**src/irq_pkg.sv**
```systemverilog
// Constants shared by the external interrupt request logic
package irq_pkg;
  localparam int unsigned NUM_SRC      = 12;  // Interrupt sources
  localparam int unsigned NUM_PIN      = 6;   // External request pins a..f
  localparam int unsigned NUM_HWC      = 4;   // Hardware-clear selects c..f
  localparam int unsigned MC_CLKS      = 4;   // Clocks per machine cycle
  localparam int unsigned SRC_W        = 4;   // Width of a source index
  localparam int unsigned VEC_W        = 16;  // Vector address width
  // Source slots of the external pins
  localparam int unsigned SRC_EXT_A    = 0;
  localparam int unsigned SRC_EXT_B    = 2;
  localparam int unsigned SRC_EXT_C    = 7;
  // Pin positions inside the sampler bundle
  localparam int unsigned PIN_A        = 0;
  localparam int unsigned PIN_B        = 1;
  localparam int unsigned PIN_C        = 2;
  // Slots fed by pins; all others are peripheral sources
  localparam logic [11:0] EXT_MASK     = 12'h0785;
  localparam logic [11:0] FLAG_RESET   = 12'h0000;
  // Vector address = base + slot * step
  localparam logic [15:0] VEC_BASE     = 16'h0003;
  localparam logic [15:0] VEC_STEP     = 16'h0008;
  localparam logic [3:0]  SRC_NONE     = 4'h0;
  localparam logic [15:0] VEC_RESET    = 16'h0000;
endpackage

```
**src/ext_sample_if.sv**
```systemverilog
// Bundle carrying sampled pin events from sampler to request logic
`timescale 1ns/1ps
`default_nettype none
interface ext_sample_if #(parameter int unsigned PINS = 6);
  logic [PINS-1:0] fall;  // One-cycle pulse: high then low sample seen
  logic [PINS-1:0] low;   // Latest machine-cycle sample is low
  modport src (output fall, output low);
  modport dst (input fall, input low);
endinterface
`default_nettype wire

```
**src/ext_pin_sampler.sv**
```systemverilog
// Synchronises and samples external request pins once per machine cycle
`timescale 1ns/1ps
`default_nettype none
module ext_pin_sampler
  import irq_pkg::*;
#(
  parameter int unsigned PINS = NUM_PIN,
  parameter int unsigned CLKS = MC_CLKS
)(
  input  wire logic            core_clk,
  input  wire logic            srst,
  input  wire logic [PINS-1:0] pin_n,
  ext_sample_if.src            smp
);
  logic [PINS-1:0] sync1;
  logic [PINS-1:0] sync2;
  logic [PINS-1:0] cur;
  logic [$clog2(CLKS)-1:0] phase;
  logic            tick;

  // Two-flop synchroniser; sync1 feeds only sync2
  always_ff @(posedge core_clk)
  begin
    if (srst)
    begin
      sync1 <= '1;
      sync2 <= '1;
    end
    else
    begin
      sync1 <= pin_n;
      sync2 <= sync1;
    end
  end

  // Machine-cycle phase counter
  always_ff @(posedge core_clk)
  begin
    if (srst)
      phase <= '0;
    else if (tick)
      phase <= '0;
    else
      phase <= phase + 1'b1;
  end

  assign tick = (phase == ($clog2(CLKS))'(CLKS - 1));

  // Take one sample per machine cycle; idle level is high
  always_ff @(posedge core_clk)
  begin
    if (srst)
    begin
      cur <= '1;
    end
    else if (tick)
    begin
      cur <= sync2;
    end
  end

  // Falling edge: one sample high, the next low
  always_ff @(posedge core_clk)
  begin
    if (srst)
      smp.fall <= '0;
    else
      smp.fall <= tick ? (cur & ~sync2) : '0;
  end

  assign smp.low = ~cur;
endmodule // ext_pin_sampler
`default_nettype wire

```
**src/ext_irq_logic.sv**
```systemverilog
// Interrupt request flags, enables, priority and vectoring for 12 sources
//
// Contract
// - Twelve sources, each at one of two levels
// - Each source: own flag, enable, priority, vector
// - Global enable blocks every source
// - Pins a, b select falling edge or low level
// - Edge: high sample then low sets flag
// - Flags a, b timer group; c-f extended group
// - Pins a, b flags cleared on vectoring in edge mode; in level mode the flag follows the pin
// - Level still low after service re-requests
// - Pins c-f falling edge only
// - Flags c-f cleared by software by default
// - Hardware-clear select clears c-f flag on entry
// - Machine cycle is four clocks
`timescale 1ns/1ps
`default_nettype none
module ext_irq_logic
  import irq_pkg::*;
(
  input  wire logic               core_clk,
  input  wire logic               srst,
  input  wire logic               ext_req_a_n,
  input  wire logic               ext_req_b_n,
  input  wire logic               ext_req_c_n,
  input  wire logic               ext_req_d_n,
  input  wire logic               ext_req_e_n,
  input  wire logic               ext_req_f_n,
  input  wire logic               trig_type_a,
  input  wire logic               trig_type_b,
  input  wire logic [NUM_HWC-1:0] hw_clear_sel,
  input  wire logic               global_en,
  input  wire logic [NUM_SRC-1:0] src_en,
  input  wire logic [NUM_SRC-1:0] src_prio,
  input  wire logic [NUM_SRC-1:0] periph_set,
  input  wire logic [NUM_SRC-1:0] sw_clear,
  input  wire logic               vector_ack,
  input  wire logic               service_done,
  output logic                    irq_req,
  output logic                    irq_high,
  output logic [SRC_W-1:0]        irq_src,
  output logic [VEC_W-1:0]        irq_vector,
  output logic [1:0]              timer_control_flags,
  output logic [NUM_HWC-1:0]      extended_irq_flags,
  output logic [NUM_SRC-1:0]      req_flags
);
  ext_sample_if #(.PINS(NUM_PIN)) smp ();

  logic [NUM_SRC-1:0] flag;
  logic [NUM_SRC-1:0] next_flag;
  logic [NUM_SRC-1:0] ack_clr;
  logic               serv_hi;
  logic               serv_lo;
  logic               pick_ok;
  logic               pick_hi;
  logic [SRC_W-1:0]   pick_src;
  logic               take;
  wire logic [NUM_HWC-1:0] hwc_hit;

  // Pin sampling at machine-cycle rate
  // Pins are asynchronous; the sampler synchronises them first
  ext_pin_sampler #(
    .PINS (NUM_PIN),
    .CLKS (MC_CLKS)
  ) u_sampler (
    .core_clk (core_clk),
    .srst     (srst),
    .pin_n    ({ext_req_f_n, ext_req_e_n, ext_req_d_n,
                ext_req_c_n, ext_req_b_n, ext_req_a_n}),
    .smp      (smp)
  );

  // Vector taken this cycle
  assign take = vector_ack && irq_req;

  // Hardware-clear hit per pin c..f on vector entry
  for (genvar k = 0; k < NUM_HWC; k++)
  begin : g_hwc
    assign hwc_hit[k] = hw_clear_sel[k]
                      && (irq_src == SRC_W'(SRC_EXT_C + k));
  end : g_hwc

  // Flag clears caused by taking a vector
  always_comb
  begin
    ack_clr = '0;
    if (take)
    begin
      // Pins a and b: cleared on entry; level mode overrides below
      if (irq_src == SRC_W'(SRC_EXT_A))
        ack_clr[SRC_EXT_A] = 1'b1;
      if (irq_src == SRC_W'(SRC_EXT_B))
        ack_clr[SRC_EXT_B] = 1'b1;
      // Pins c..f: left for software unless hardware clear selected
      for (int k = 0; k < NUM_HWC; k++)
        ack_clr[SRC_EXT_C + k] = hwc_hit[k];
    end
  end

  // Next flag values: clears first so a coinciding set wins
  always_comb
  begin
    // Peripheral sets reach only the non-pin slots
    next_flag = (flag & ~ack_clr & ~sw_clear) | (periph_set & ~EXT_MASK);
    // Pin a: edge or level
    if (trig_type_a)
      next_flag[SRC_EXT_A] = next_flag[SRC_EXT_A] | smp.fall[PIN_A];
    else
      next_flag[SRC_EXT_A] = smp.low[PIN_A];
    // Pin b: edge or level
    if (trig_type_b)
      next_flag[SRC_EXT_B] = next_flag[SRC_EXT_B] | smp.fall[PIN_B];
    else
      next_flag[SRC_EXT_B] = smp.low[PIN_B];
    // Pins c..f: edge only
    for (int k = 0; k < NUM_HWC; k++)
      next_flag[SRC_EXT_C + k] = next_flag[SRC_EXT_C + k]
                               | smp.fall[PIN_C + k];
  end

  // Request flag storage, one per source
  always_ff @(posedge core_clk)
  begin
    if (srst)
      flag <= FLAG_RESET;
    else
      flag <= next_flag;
  end

  // Fixed-order pick: high level first, lowest slot wins a tie
  always_comb
  begin
    pick_ok  = 1'b0;
    pick_hi  = 1'b0;
    pick_src = SRC_NONE;
    if (global_en && !serv_hi)
    begin
      // High level; later hits overwrite, so the lowest slot wins
      for (int i = NUM_SRC - 1; i >= 0; i--)
        if (flag[i] && src_en[i] && src_prio[i])
        begin
          pick_ok  = 1'b1;
          pick_hi  = 1'b1;
          pick_src = SRC_W'(i);
        end
      // Low level only with no high request and no low in service
      if (!pick_ok && !serv_lo)
        for (int i = NUM_SRC - 1; i >= 0; i--)
          if (flag[i] && src_en[i] && !src_prio[i])
          begin
            pick_ok  = 1'b1;
            pick_src = SRC_W'(i);
          end
    end
  end

  // Registered request towards the core
  always_ff @(posedge core_clk)
  begin
    if (srst)
    begin
      irq_req    <= 1'b0;
      irq_high   <= 1'b0;
      irq_src    <= SRC_NONE;
      irq_vector <= VEC_RESET;
    end
    else
    begin
      // Drop for one cycle after a take so a vector is taken once
      irq_req    <= pick_ok && !take;
      irq_high   <= pick_hi;
      irq_src    <= pick_src;
      irq_vector <= VEC_W'(VEC_BASE + VEC_STEP * pick_src);
    end
  end

  // In-service tracking per level; completion frees the higher first
  always_ff @(posedge core_clk)
  begin
    if (srst)
    begin
      serv_hi <= 1'b0;
      serv_lo <= 1'b0;
    end
    // A take outranks a completion in the same cycle
    else if (take)
    begin
      if (irq_high)
        serv_hi <= 1'b1;
      else
        serv_lo <= 1'b1;
    end
    else if (service_done)
    begin
      if (serv_hi)
        serv_hi <= 1'b0;
      else
        serv_lo <= 1'b0;
    end
  end

  // Flag views grouped as the two flag registers show them
  always_ff @(posedge core_clk)
  begin
    if (srst)
    begin
      timer_control_flags <= '0;
      extended_irq_flags  <= '0;
      req_flags           <= FLAG_RESET;
    end
    else
    begin
      // Taken from next_flag so the views line up with flag
      timer_control_flags <= {next_flag[SRC_EXT_B],
                              next_flag[SRC_EXT_A]};
      extended_irq_flags  <= next_flag[SRC_EXT_C +: NUM_HWC];
      req_flags           <= next_flag;
    end
  end
endmodule // ext_irq_logic
`default_nettype wire

```
**config.mk**
```make
export PLATFORM = sky130hd
export DESIGN_NAME = ext_irq_logic
export DESIGN_NICKNAME = d
export VERILOG_FILES = /design/src/irq_pkg.sv /design/src/ext_sample_if.sv /design/src/ext_pin_sampler.sv /design/src/ext_irq_logic.sv
export SDC_FILE = /design/constraint.sdc
export NUM_CORES = 1
export LEC_CHECK = 0
export ABC_AREA = 1
export BUFFER_PORTS_ARGS = -buffer_cell sky130_fd_sc_hd__buf_2
export CAP_MARGIN = 20
export CORE_AREA = 2 2 98 100
export DETAILED_ROUTE_END_ITERATION = 16
export DIE_AREA = 0 0 100 102
export MAX_ROUTING_LAYER = met4
export PLACE_DENSITY_LB_ADDON = 0.25
export SLEW_MARGIN = 0
export SYNTH_ARGS = -nofsm -noshare
export SYNTH_HDL_FRONTEND = slang
export SYNTH_SLANG_ARGS = --single-unit
```
**constraint.sdc**
```tcl
create_clock -name core_clk -period 2.8 [get_ports core_clk]
set_input_delay 0.14 -clock core_clk [delete_from_list [all_inputs] [get_ports core_clk]]
set_output_delay 0.14 -clock core_clk [all_outputs]
set_load 0.005 [all_outputs]
```
==> results of run 1 <==
kinds of logic after synthesis:
kind of cell / Yosys count
AND/OR/NAND/NOR: 152
AO/OA/AOI/OAI: 33
buffers and inverters: 65
other: 1
flip-flops: 47
adder cells (fa/ha/maj): 1
cell usage after synthesis:
master	count	area [sq um]
a21oi_1	20	100
inv_1	38	143
o21bai_1	1	7.51
conb_1	1	3.75
a31oi_1	3	18.8
nand4_1	4	25.0
nand2_2	1	6.26
a211oi_1	2	15.0
o21ai_1	1	5.00
nor3_4	1	16.3
nand2_1	53	199
nand3_1	8	40.0
clkbuf_1	3	11.3
dfxtp_1	47	941
bufinv_8	2	35.0
nor2_2	1	6.26
nand3_4	2	35.0
nor2_1	50	188
o21ai_0	6	30.0
ha_1	1	12.5
inv_2	1	3.75
nor3_1	7	35.0
nand3b_1	4	30.0
or2_2	13	81.3
nand3_2	8	80.1
buf_4	21	158
area by class of cell:
| cell class | instances | area, sq um |
|---|---|---|
| Tap cell | 111 | 139 |
| Multi-Input combinational cell | 196 | 968 |
| Clock inverter | 2 | 16.3 |
| Timing Repair Buffer | 89 | 450 |
| Clock buffer | 6 | 72.6 |
| Inverter | 41 | 181 |
| Fill cell | 1011 | 6340 |
| Sequential cell | 47 | 941 |
state kept, by name, summed over array words and instances (netlist names):
register / flops
u_sampler.sync2: 6
req_flags: 8
u_sampler.phase: 2
irq_high: 1
irq_req: 1
u_sampler.smp.fall: 6
serv_hi: 1
irq_src: 4
serv_lo: 1
irq_vector: 1
timer_control_flags: 1
extended_irq_flags: 3
u_sampler.sync1: 6
u_sampler.cur: 6
per-stage QoR:
step / hold WS, ps / setup slack, ps
floorplan: 244 / 1160
global placement: 322 / 845
detailed placement: 324 / 821
CTS: 0.286 / 799
global route: 5.16 / 557
finish: 15.3 / 849
where the power goes:
part | internal [uW] | switching, uW
Clock | 180 | 246
Combinational | 82.7 | 98.0
Sequential | 695 | 19.1
worst register-to-register path: stages (launching register included):
cell and delay, ps:
dfxtp_1 420, nand3_1 120, nand2_1 80, nand2_1 50, nand2_1 70, nand2_1 50, nand2_1 50, nand2_1 50
nand2_1 50, nand2_1 50, nand2_1 60, nand2_1 50, nand2_1 90, nand2_1 60, nand2_1 50, nand2_1 40
nand2_1 50, nand2_1 50, nand2_1 60, nand2_1 50, nand2_1 50, nand2_1 50, nand2_1 50, nand2_1 50
nand2_1 50, a21oi_1 50
final timing paths:
kind	to	cells after the start	from
worst max-delay path	irq_src[0]	25	req_flags[10]
worst min-delay path	u_sampler.sync1[5]	2	ext_req_f_n
worst max register to register	irq_src[0]	25	req_flags[10]
worst min register to register	u_sampler.sync2[4]	1	u_sampler.sync1[4]
routing by layer:
metal  vias to the layer above  GRT usage [%]  part of all wire [%]
li1                       1063              -                     -
met1                       884           12.9                    46
met2                        62           19.0                    47
met3                         5           2.60                   6.2
met4                         0           2.85                  0.53
met5                         -              -                     0
==> metrics.cfg, run 1 <==
[worst_setup_path]
end_kind=register
crit_family=simple AND/OR/NAND/NOR gates
worst-path-max-fanout=5
max_stage_delay_ps=420
r2r_setup_slack_ps=850
worst_setup_path_start_kind=register
crit_buf_inv=0
crit_path_frequent_cell=nand2_1
required_ps=2990
cp.arrival_ps=2140
cp_slowest_cell=dfxtp_1
setup.worst_path.class=reg2reg

[layout]
final_area_sq_um=2770
layoutNonFillerInstCount=492
drive_above_1_share_pct=32.5
utilization_pct=30.4
fin_nets=446
antennaDiodeCount=0
layout_commonest_cell=buf_2
syn_to_final_growth_pct=24.4
final_cell_mix=buf_2, nand2_1, nor2_1

[power]
finalPower_uw=1320
cellPowerDensity_nw_per_um2=477
leakagePower_uw=0.00140
peakVddDrop_v=0.000198

[clocking]
ctsHoldBuffers=1
cts.htree.levels=2
cts_tree=built
cts.sinks=47
root_buffer=clkbuf_8
cts.path.max_buffers=2
post_cts_buffers=0
cts_resized=0
numCtsBuffers=5
clk_pin_slew_ps=90
clkLatencyLatePin_ps=300

[route]
antenna_left=0
wl_per_cell_um=11.1
vias_per_cell=4.09
drtIter0Drc=53
wirelength_mm=5.47
dr.pass1.iters=4
dr_total_vias=2014
drc_errors=0

[sta]
period_share_pct=69.7
grt_setup_unrepaired=false
tns_ps=0
slew_headroom_pct=65.3
slew_violations=0
hold_viol_final=0
skew_ps=3.17
finalCriticalPeriod_ps=1950
tightest_slew_ps=519
fmax_mhz=513
setup_viol_count_final=0

[floorplan]
rows=35
initial_core_util_pct=24.4
core_sq_um=9110
die-area_sq_um=10200
ios=105
die_w_um=100
die_y_um=102

[placed_design]
place_inst=483
port_buffers=88
dp_hpwl_mm=4.39
gp_congestion=0.801
placed_area_sq_um=2670

[synthesis]
seq_area_frac_synth_pct=42.3
synth_cell_types=26
netlist_instances=299
synth_area_sq_um=2230
muxShareOfSynthArea_pct=0
yosys_register_bits=47
synth_top_family_by_area=simple AND/OR/NAND/NOR gates
synth-compound-area-share_pct=7.93
synth_warnings=0
synth_fa_ha_area_share_pct=0.562
synth-simple-area-share_pct=33.3
synth-xor-area-share_pct=0
avgSynthCellArea_sq_um=7.44

[global_route]
antenna_found_initial=0
grt.total_usage_pct=11.0
gr-total-overflow=0
grt_max_degree=26
grt_pass1_wl_mm=8.39
grt_pass1_vias=1821

[job]
cap_violations=0

[status]
outcome=complete, no violations

[min_path]
hp-class=in2reg

(Power assumes the default switching activity.)
==> run 2: changes to the inputs <==
clock period = 2 ns   (was 2.8 ns; I/O delays follow)
==> run 2 against run 1 <==
Sequential power rose by 40%. Clock skew increased by 2.2 ps. Largest power group unchanged. Critical path depth fell by 2. Register-to-register slack got worse by 680 ps. Largest cell class unchanged. Flip-flop and latch count stayed put.
==> metrics.cfg, run 2 (synthesis results as in run 1) <==
[status]
outcome=complete, no violations

[placed_design]
placed_area_sq_um=2710  ; +1.4%
gp_congestion=0.829  ; +3.5%
port_buffers=88  ; unchanged
dp_hpwl_mm=4.57  ; +4.0%

[route]
wirelength_mm=5.69  ; +4.0%
wl_per_cell_um=11.1  ; +0.13%
antenna_left=0  ; unchanged
drc_errors=0  ; unchanged
dr.pass1.iters=4  ; unchanged
drtIter0Drc=70  ; +32%
dr_total_vias=2078  ; +3.2%
vias_per_cell=4.07  ; -0.66%

[min_path]
min_from=periph_set[6]
hp-class=in2reg

[sta]
whs_ps=10.2  ; -5.12 ps
period_share_pct=91.6  ; +22 points
slew_violations=0  ; unchanged
fmax_mhz=546  ; +6.5%
grt_setup_unrepaired=true
skew_ps=5.38  ; +2.21 ps
setup_viol_count_final=0  ; unchanged
finalCriticalPeriod_ps=1830  ; -119 ps
hold_viol_final=0  ; unchanged

[layout]
drive_above_1_share_pct=33.8  ; +1.2 points
final_area_sq_um=2950  ; +6.4%
largest_register_ffs=8  ; unchanged
layout_commonest_cell=buf_2
final_cell_mix=buf_2, nand2_1, nor2_1
largest-register=req_flags
antennaDiodeCount=0  ; unchanged
num-fill-cells=1019  ; +0.79%
syn_to_final_growth_pct=32.4
fin_nets=465  ; +4.3%

[clocking]
root_buffer=clkbuf_8
clkLatencyLatePin_ps=300  ; about the same
cts_tree=built
numCtsBuffers=5  ; unchanged
cts.htree.levels=2  ; unchanged
cts.sinks=47  ; unchanged
clk_pin_slew_ps=90  ; about the same
cts.path.max_buffers=2  ; unchanged

[floorplan]
ios=105  ; unchanged
die-area_sq_um=10200  ; unchanged
rows=35  ; unchanged
die_y_um=102  ; unchanged
core_sq_um=9110  ; unchanged
die_w_um=100  ; unchanged
initial_core_util_pct=24.4  ; unchanged

[worst_setup_path]
crit_buf_inv=0  ; unchanged
crit_chain=nand3_4 > nand2_1 > nand2_1 > nand2_1 > nand2_1 > nand2_1 > nand2_1 > nand2_1 > nand2_1 > nand2_2 > nand2_1 > nand2_1 > nand2_1 > nand2_1 > nand2_1 > nand2_1 > nand2_1 > nand2_1 > nand2_1 > nand2_1 > nand2_1 > nand2_1 > a21oi_2
setup.worst_path.class=reg2reg
cp.arrival_ps=2020  ; -120 ps
cp_slowest_cell=dfxtp_1
reg2reg_from=extended_irq_flags[1]
max_stage_delay_ps=450  ; +30 ps
crit_family=simple AND/OR/NAND/NOR gates
worst-path-max-fanout=5  ; unchanged
crit_path_frequent_cell=nand2_1
worst_setup_path_start_kind=register
required_ps=2190  ; -800 ps
end_kind=register
cp-startpoint=extended_irq_flags[1]

[job]
cap_violations=0  ; unchanged

[power]
peakVddDrop_v=0.000238  ; +20%
finalPower_uw=1870  ; +41%
leakagePower_uw=0.00149  ; +6.2%
cellPowerDensity_nw_per_um2=634  ; +33%

[global_route]
gr-total-overflow=0  ; unchanged
grt.total_usage_pct=11.4  ; +0.42 points
antenna_found_initial=0  ; unchanged
grt_max_degree=25  ; -3.8%
grt_pass1_wl_mm=8.65  ; +3.1%
grt_pass1_vias=1850  ; +1.6%

[run 2: report_power, final]
| group | internal, uW | switching, uW | total [uW] | leakage (uW) |
|---|---|---|---|---|
| combinational | 139 | 146 | 285 | 0.00106 |
| sequential | 974 | 25.9 | 1000 | 0.000386 |
| clock | 251 | 332 | 584 | 0.0000418 |
| total | 1360 | 505 | 1870 | 0.00149 |
[run 2: worst paths after layout]
kind	to	slack (ps)	cells past startpoint
hold reg to reg	u_sampler.sync2[1]	420	1
setup reg to reg	irq_src[0]	170	23
setup / recovery	irq_src[0]	170	23
hold / removal	req_flags[6]	10	3
[run 2: metrics by stage]
step           setup TNS, ps  setup slack (ps)  utilization, %  instances
2_1_floorplan              0               355               -        308
3_3_place_gp               0               168            29.7        488
3_5_place_dp               0               137            29.7        488
4_1_cts                    0               102            32.0        508
5_1_grt                 -196              -196            32.3        511
6_report                   0               168            32.3        511
[run 2: layout make-up]
type	instances	area, sq um	area share (%)
repair buffers	108	621	21.1
inverters	41	181	6.16
flip-flops and latches	47	942	32.0
clock buffers	6	72.6	2.46
clock inverters	2	16.3	0.552
multi-input cells	196	975	33.1
well taps	111	139	4.71
[run 2: routing by layer]
layer  global-route usage [%]  wire length [um]  share of wire (%)
met5                        -                 0                  0
met4                     2.21                23               0.40
met3                     3.15               357                6.3
met2                     19.2              2660                 47
met1                     13.8              2650                 47
[run 2: worst reg2reg max path, cell delays in order, from the launching register on]
cell and delay (ps):
dfxtp_1 450, nand3_4 110, nand2_1 90, nand2_1 50, nand2_1 60, nand2_1 50
nand2_1 50, nand2_1 40, nand2_1 50, nand2_1 60, nand2_2 80, nand2_1 50
nand2_1 50, nand2_1 40, nand2_1 50, nand2_1 40, nand2_1 50, nand2_1 50
nand2_1 50, nand2_1 40, nand2_1 50, nand2_1 50, nand2_1 70, a21oi_2 60
[run 2: repair_timing]
item	4_1_cts	5_1_grt
endpoints found under the setup margin	0	1
gates resized for setup	0	3
hold endpoints to repair	12	0
buffers inserted	0	3
hold buffers	12	0
